--- config.mk ---
export PLATFORM = sky130hd
export DESIGN_NAME = pao_port_a
export DESIGN_NICKNAME = d
export VERILOG_FILES = /design/src/logic/pao_pkg.sv /design/src/logic/pao_port_a.sv
export VERILOG_INCLUDE_DIRS = /design/src /design/src/logic
export SDC_FILE = /design/constraint.sdc
export NUM_CORES = 1
export LEC_CHECK = 0
export ABC_CLOCK_PERIOD_IN_PS = 5100
export BUFFER_PORTS_ARGS = -buffer_cell sky130_fd_sc_hd__buf_2
export CAP_MARGIN = 0
export CORE_MARGIN = 3
export CORE_UTILIZATION = 45
export DETAILED_ROUTE_END_ITERATION = 7
export PLACE_DENSITY = 0.8
export SETUP_SLACK_MARGIN = 0.15
export SKIP_CTS_REPAIR_TIMING = 1
export SYNTH_ARGS = -nofsm -noshare
export SYNTH_HDL_FRONTEND = slang
export SYNTH_SLANG_ARGS = --single-unit
--- constraint.sdc ---
create_clock -name pclk -period 5.1 [get_ports pclk]
set_clock_uncertainty 0.15 [all_clocks]
set_input_delay 1.53 -clock pclk [delete_from_list [all_inputs] [get_ports pclk]]
set_output_delay 1.53 -clock pclk [all_outputs]
set_load 0.005 [all_outputs]
--- src/logic/pao_regs.svh ---
`ifndef PAO_REGS_SVH
`define PAO_REGS_SVH
// register byte addresses
`define PAO_CTRL_ADDR       12'h000
`define PAO_PORT_ADDR       12'h004
`define PAO_PCEN_ADDR       12'h008
`define PAO_EXT_ADDR        12'h00c
`define PAO_PIN_ADDR        12'h010
`define PAO_OVR_ADDR        12'h014
// control register fields
`define PAO_CTRL_XMEM_BIT   0
`define PAO_CTRL_PUOFF_BIT  2
`define PAO_CTRL_PCIE_BIT   3
`define PAO_CTRL_SLEEP_BIT  4
// port register fields
`define PAO_PORT_OUT_LSB    0
`define PAO_PORT_DIR_LSB    8
// external memory register fields
`define PAO_EXT_ADDR_LSB    0
`define PAO_EXT_DATA_LSB    8
`define PAO_EXT_WR_BIT      16
`define PAO_EXT_APH_BIT     17
// reset values
`define PAO_CTRL_RST        5'h00
`define PAO_BYTE_RST        8'h00
`endif

--- src/logic/pao_pkg.sv ---
package pao_pkg;
   typedef struct packed
   {
      logic [7:0] pu_en;
      logic [7:0] pu_val;
      logic [7:0] dir_en;
      logic [7:0] dir_val;
      logic [7:0] ov_en;
      logic [7:0] ov_val;
      logic [7:0] ie_en;
      logic [7:0] ie_val;
   } pao_ovr_t;

   typedef struct packed
   {
      logic [7:0] drive_en;
      logic [7:0] drive_val;
      logic [7:0] pullup_en;
      logic [7:0] input_en;
   } pao_pad_t;
endpackage

--- src/logic/pao_port_a.sv ---
// Our own choices: the APB register port and the register offsets.
`timescale 1ns/1ps

`include "pao_regs.svh"

module pao_port_a
   import pao_pkg::*;
#(
   parameter int WIDTH = 8
)
(
   input  wire logic              pclk,
   input  wire logic              presetn,
   input  wire logic              clk_en,
   input  wire logic [11:0]       paddr,
   input  wire logic              psel,
   input  wire logic              penable,
   input  wire logic              pwrite,
   input  wire logic [31:0]       pwdata,
   output logic      [31:0]       prdata,
   output logic                   pready,
   output logic                   pslverr,
   input  wire logic [WIDTH-1:0]  pad_in,
   output logic      [WIDTH-1:0]  pad_out,
   output logic      [WIDTH-1:0]  pad_oe,
   output logic      [WIDTH-1:0]  pad_pullup,
   output logic      [WIDTH-1:0]  pin_change_line_n,
   output logic      [WIDTH-1:0]  ext_data_in
);

   logic [4:0]       ctrl_q;
   logic [WIDTH-1:0] pin_out_bit_q;
   logic [WIDTH-1:0] pin_direction_bit_q;
   logic [WIDTH-1:0] pcen_q;
   logic [WIDTH-1:0] ext_addr_bit_q;
   logic [WIDTH-1:0] ext_data_out_bit_q;
   logic             wr_strobe_q;
   logic             address_phase_active_q;
   logic [WIDTH-1:0] sync1_q;
   logic [WIDTH-1:0] sync2_q;
   logic [WIDTH-1:0] pin_q;
   logic [WIDTH-1:0] out_q;
   logic [WIDTH-1:0] oe_q;
   logic [WIDTH-1:0] pu_q;
   logic             ext_mem_enable;
   logic             global_pullup_off;
   logic             pin_change_group_enable;
   logic             sleep_mode;
   logic             wr_acc;
   pao_ovr_t         ovr;
   pao_pad_t         pad_d;

   function automatic logic hit(input logic [11:0] a, input logic [11:0] r);
      hit = (a == r);
   endfunction

   assign ext_mem_enable          = ctrl_q[`PAO_CTRL_XMEM_BIT];
   assign global_pullup_off       = ctrl_q[`PAO_CTRL_PUOFF_BIT];
   assign pin_change_group_enable = ctrl_q[`PAO_CTRL_PCIE_BIT];
   assign sleep_mode              = ctrl_q[`PAO_CTRL_SLEEP_BIT];
   assign wr_acc                  = psel & penable & pwrite & clk_en;

   // zero-wait slave: access phase always completes at once
   assign pready  = 1'b1;
   assign pslverr = 1'b0;

   always_ff @(posedge pclk or negedge presetn)
   begin
      if (!presetn)
         ctrl_q <= `PAO_CTRL_RST;
      else if (wr_acc && hit(paddr, `PAO_CTRL_ADDR))
         ctrl_q <= pwdata[4:0];
   end

   always_ff @(posedge pclk or negedge presetn)
   begin
      if (!presetn)
      begin
         pin_out_bit_q       <= `PAO_BYTE_RST;
         pin_direction_bit_q <= `PAO_BYTE_RST;
      end
      else if (wr_acc && hit(paddr, `PAO_PORT_ADDR))
      begin
         pin_out_bit_q       <= pwdata[`PAO_PORT_OUT_LSB +: WIDTH];
         pin_direction_bit_q <= pwdata[`PAO_PORT_DIR_LSB +: WIDTH];
      end
   end

   always_ff @(posedge pclk or negedge presetn)
   begin
      if (!presetn)
         pcen_q <= `PAO_BYTE_RST;
      else if (wr_acc && hit(paddr, `PAO_PCEN_ADDR))
         pcen_q <= pwdata[WIDTH-1:0];
   end

   // memory-interface bus cycle state, written over the APB register port
   // address, write data, write strobe and address phase flag
   always_ff @(posedge pclk or negedge presetn)
   begin
      if (!presetn)
      begin
         ext_addr_bit_q         <= `PAO_BYTE_RST;
         ext_data_out_bit_q     <= `PAO_BYTE_RST;
         wr_strobe_q            <= 1'b0;
         address_phase_active_q <= 1'b0;
      end
      else if (wr_acc && hit(paddr, `PAO_EXT_ADDR))
      begin
         ext_addr_bit_q         <= pwdata[`PAO_EXT_ADDR_LSB +: WIDTH];
         ext_data_out_bit_q     <= pwdata[`PAO_EXT_DATA_LSB +: WIDTH];
         wr_strobe_q            <= pwdata[`PAO_EXT_WR_BIT];
         address_phase_active_q <= pwdata[`PAO_EXT_APH_BIT];
      end
   end

   // pads are asynchronous: two flops before use
   always_ff @(posedge pclk or negedge presetn)
   begin
      if (!presetn)
      begin
         sync1_q <= `PAO_BYTE_RST;
         sync2_q <= `PAO_BYTE_RST;
      end
      else if (clk_en)
      begin
         sync1_q <= pad_in;
         sync2_q <= sync1_q;
      end
   end

   always_ff @(posedge pclk or negedge presetn)
   begin
      if (!presetn)
         pin_q <= `PAO_BYTE_RST;
      else if (clk_en)
         pin_q <= sync2_q & pad_d.input_en;
   end

   assign pin_change_line_n = pin_q;
   assign ext_data_in       = pin_q;

   // override generation, identical per pin
   genvar n;
   generate
      for (n = 0; n < WIDTH; n++)
      begin : g_pin
         assign ovr.pu_en[n]   = ext_mem_enable;
         assign ovr.pu_val[n]  = ~(wr_strobe_q | address_phase_active_q)
                                 & pin_out_bit_q[n];
         assign ovr.dir_en[n]  = ext_mem_enable;
         assign ovr.dir_val[n] = wr_strobe_q | address_phase_active_q;
         assign ovr.ov_en[n]   = ext_mem_enable;
         assign ovr.ov_val[n]  = address_phase_active_q ? ext_addr_bit_q[n]
                                 : (ext_data_out_bit_q[n] & wr_strobe_q);
         assign ovr.ie_en[n]   = pin_change_group_enable & pcen_q[n];
         assign ovr.ie_val[n]  = 1'b1;

         assign pad_d.drive_en[n]  = ovr.dir_en[n] ? ovr.dir_val[n]
                                     : pin_direction_bit_q[n];
         assign pad_d.drive_val[n] = ovr.ov_en[n] ? ovr.ov_val[n] : pin_out_bit_q[n];
         // global off beats the override too
         assign pad_d.pullup_en[n] = ~global_pullup_off
                                     & (ovr.pu_en[n] ? ovr.pu_val[n]
                                        : (~pin_direction_bit_q[n] & pin_out_bit_q[n]));
         assign pad_d.input_en[n]  = ovr.ie_en[n] ? ovr.ie_val[n] : ~sleep_mode;
      end
   endgenerate

   // registered pad controls keep data outputs glitch-free
   always_ff @(posedge pclk or negedge presetn)
   begin
      if (!presetn)
      begin
         out_q <= `PAO_BYTE_RST;
         oe_q  <= `PAO_BYTE_RST;
         pu_q  <= `PAO_BYTE_RST;
      end
      else if (clk_en)
      begin
         out_q <= pad_d.drive_val & pad_d.drive_en;
         oe_q  <= pad_d.drive_en;
         pu_q  <= pad_d.pullup_en & ~pad_d.drive_en;
      end
   end

   assign pad_out    = out_q;
   assign pad_oe     = oe_q;
   assign pad_pullup = pu_q;

   // read mux; unmapped addresses read zero
   always_comb
   begin
      prdata = 32'h0000_0000;
      if (hit(paddr, `PAO_CTRL_ADDR))
         prdata[4:0] = ctrl_q;
      else if (hit(paddr, `PAO_PORT_ADDR))
      begin
         prdata[`PAO_PORT_OUT_LSB +: WIDTH] = pin_out_bit_q;
         prdata[`PAO_PORT_DIR_LSB +: WIDTH] = pin_direction_bit_q;
      end
      else if (hit(paddr, `PAO_PCEN_ADDR))
         prdata[WIDTH-1:0] = pcen_q;
      else if (hit(paddr, `PAO_EXT_ADDR))
      begin
         prdata[`PAO_EXT_ADDR_LSB +: WIDTH] = ext_addr_bit_q;
         prdata[`PAO_EXT_DATA_LSB +: WIDTH] = ext_data_out_bit_q;
         prdata[`PAO_EXT_WR_BIT]            = wr_strobe_q;
         prdata[`PAO_EXT_APH_BIT]           = address_phase_active_q;
      end
      else if (hit(paddr, `PAO_PIN_ADDR))
         prdata[WIDTH-1:0] = pin_q;
      else if (hit(paddr, `PAO_OVR_ADDR))
      begin
         prdata[7:0]   = oe_q;
         prdata[15:8]  = out_q;
         prdata[23:16] = pu_q;
         prdata[31:24] = pad_d.input_en;
      end
   end

endmodule // pao_port_a

==> summary.md <==
| Metric | Value |
|---|---|
| Status | `completed` |
| FF-to-FF End | `pad_out[3]` |
| Die H | `approximately 110 um` |
| Most common cell in the netlist | `dfrtp_1` |
| DIE AREA | `11900 um^2` |
| Slew @ Worst Pin | `roughly 1.1 ns` |
| First-pass GRT wire length | `a little over 20000 um` |
| Total of max-cap violations | `0` |
| Final net count | `about 620` |
| Worst R2R Path Depth | `4` |
| LEAKAGE | `about 2.8 nW` |
| Warnings from Yosys | `0` |
| Reg2reg setup slack | `between 2 and 3 ns` |
| WL/cell | `19.1 um` |
| Cells after Synth | `between 400 and 500` |
| Input/output buffers | `115` |
| Endpoints failing setup | `0` |
| Crit path DAT | `around 3.2 ns` |
| Initial DRC Count | `~290` |
| Hold Path End | `sync1_q[6]` |
| Clock Tree Buf Depth | `2` |
| Top post-synthesis cells by area | `dfrtp_1, mux2_2, nor2_1` |
| Die width | `about 110 um` |
| Tot GR Track Use | `22.7%` |
| Register area share after synthesis | `about half` |
| FF+latch count, synth | `95` |
| Fin. Hold Viols | `0` |
| Number of global-route vias before repair | `between 3000 and 4000` |
| GR Overflow Total | `0` |
| Setup TNS | `0 ns` |
| Number of H-tree levels | `3` |
| Initial Util | `a little under half` |
| Maximum vdd drop | `0.110 mV` |
| Post-synth EDFFs | `0` |
| Hold Crit Class | `flop to flop` |
| Clock Latency Late Sink | `~0.37 ns` |
| Crit path max fanout | `8` |
| Worst endpoint required time | `3.42 ns` |
| Initial antenna violation count | `0` |
| Power per cell area | `around 240 nW/um^2` |
| Diodes inserted | `0` |
| DRC viols | `0` |
| DR vias/cell | `around 5.7` |
| DPL Wire Length | `9520 um` |
| Tcrit/Tclk final | `a little over nine tenths` |
| Top_reg_cell synth | `dfrtp_1` |
| Post-synth top area share | `~50%` |
| RSZ-0062 raised after global routing | `no` |
| Largest net degree at the start of global routing | `77` |
| FF/Latch Area | `about 2400 um^2` |
| Crit start category | `primary input` |
| Via count of the routed design | `~4000` |
| Critical R2R Launch | `ctrl_q[0]` |
| Total core area | `between 10000 and 15000 um^2` |
| Worst hold path startpoint | `sync1_q[6]` |
| # fillers | `slightly below 900` |
| Hold-critical path depth | `1` |
| Slew Limit Fails | `0` |
| Post-synthesis cell type count | `a little over 40` |
| CTS Root Cell | `clkbuf_8` |
| TritonCTS clock tree | `yes` |
| Num CTS Buffers | `9` |
| Slew headroom | `25.7%` |
| Post-Syn Nets | `approximately 500` |
| Total power | `1.38 mW` |
| Gpl congestion | `around 0.91` |
| Drt total wl | `around 13000 um` |
| Share of cells above drive strength 1 | `approximately two fifths` |
| Synth-to-layout area growth | `18.1%` |
| Fmax | `between 0.2 and 0.25 GHz` |
| Site Rows | `36` |
| TritonRoute pass-1 iters | `5` |
| Syn_area_per_cell | `10.5 um^2` |
| Remaining antenna violation count after routing | `0` |
| Tmin final | `between 4 and 5 ns` |
| Async SR Flop Fraction | `100%` |
| Clk sink count | `between 90 and 100` |
| Top Ports | `132` |
| Crit path kind | `primary input to output pin` |
| Commonest cells in the netlist | `dfrtp_1, mux2_2, nor2_1` |
| Multi-input gate area | `2060 um^2` |
| Cell accounting for the most synthesized area | `dfrtp_1` |
| Clk pin slew, worst setup/hold paths | `approximately 0.09 ns` |
| Worst Setup End Kind | `output pin` |
| Synthesized cell area | `around 4800 um^2` |
## routing by layer
| metal | vias up | share of wire (%) | global-route usage, % |
|---|---|---|---|
| met5 | - | 0 | 0 |
| met4 | 0 | 2.4 | 9.74 |
| met3 | 31 | 6.4 | 3.49 |
| met2 | 168 | 48 | 35.5 |
| met1 | 1985 | 43 | 31.4 |
| li1 | 1823 | - | - |
## layout make-up
class / instances / area share [%]
clock buffers: 12 / 2.57
repair buffers: 131 / 12.4
flip-flops and latches: 95 / 42.1
clock inverters: 4 / 0.554
inverters: 43 / 2.86
multi-input cells: 279 / 36.5
well taps: 133 / 2.95
## through the flow
stage | instance area [um^2] | setup WS [ns] | hold WS [ns] | utilization [%] | instances
floorplan | 4780 | 0.164 | 0.325 | - | 455
global placement | 5430 | 0.120 | 0.335 | 54.0 | 678
detailed placement | 5430 | 0.0523 | 0.343 | 54.0 | 678
CTS | 5600 | 0.0457 | 0.364 | 55.8 | 694
global route | 5640 | 0.151 | 0.374 | 56.2 | 697
finish | 5640 | 0.203 | 0.357 | 56.2 | 697
## worst max-delay path, cell delays in order
cell     delay [ns]
buf_2          0.10
or4_4          0.60
nor4_2         0.34
buf_6          0.19
a31oi_1        0.05
o32ai_1        0.21
buf_2          0.19
## report_power, final
group	internal, mW	total, mW	switching [mW]
combinational	0.0549	0.128	0.0732
sequential	0.778	0.795	0.0167
clock	0.192	0.458	0.266
## how the worst max path moves through the flow
stage | endpoint | slack (ns) | cells past startpoint | from
after floorplan | prdata[12] | 0.16 | 6 | paddr[9]
after global placement | prdata[2] | 0.12 | 7 | paddr[9]
after detailed placement | prdata[0] | 0.05 | 7 | paddr[9]
after CTS | prdata[0] | 0.05 | 7 | paddr[9]
after global routing | prdata[2] | 0.15 | 7 | paddr[9]
final | prdata[2] | 0.20 | 7 | paddr[9]
## placed cells by master (no fill, tap or decap), types with 3 or more instances in the layout
master / count
buf_2: 114
dfrtp_1: 95
mux2_2: 54
nor2_1: 43
inv_1: 41
nand2_1: 30
o21ai_0: 24
o22ai_1: 24
buf_4: 16
mux2_4: 10
clkbuf_8: 10
o32ai_1: 8
a21boi_0: 8
a222oi_1: 8
nand3b_1: 8
mux2i_1: 6
o21a_1: 6
a31oi_1: 5
nor4_2: 4
nand3_1: 4
a21oi_1: 4
or3_1: 4
a221o_1: 4
a221oi_1: 4
a311oi_1: 3
clkinvlp_4: 3
## cell families (layout without fill, tap and decap cells)
family	Yosys count	count (layout)	synth area share, %
and+or+nand+nor	107	107	10.7
AOI/OAI and AO/OA	100	100	14.6
DFF	95	95	49.8
buffers and inverters	81	190	7.70
muxes	70	70	17.1
other	2	2	0.157
## sequential cells by signal, summed over array words and instances, names as in the netlist, 5 cells and up
| register | cells |
|---|---|
| pad_out | 8 |
| pin_out_bit_q | 8 |
| pcen_q | 8 |
| pin_direction_bit_q | 8 |
| pad_pullup | 8 |
| ext_data_out_bit_q | 8 |
| ext_addr_bit_q | 8 |
| ext_data_in | 8 |
| pad_oe | 8 |
| sync1_q | 8 |
| sync2_q | 8 |
| ctrl_q | 5 |
No activity file was read; power rests on OpenSTA's default activity.
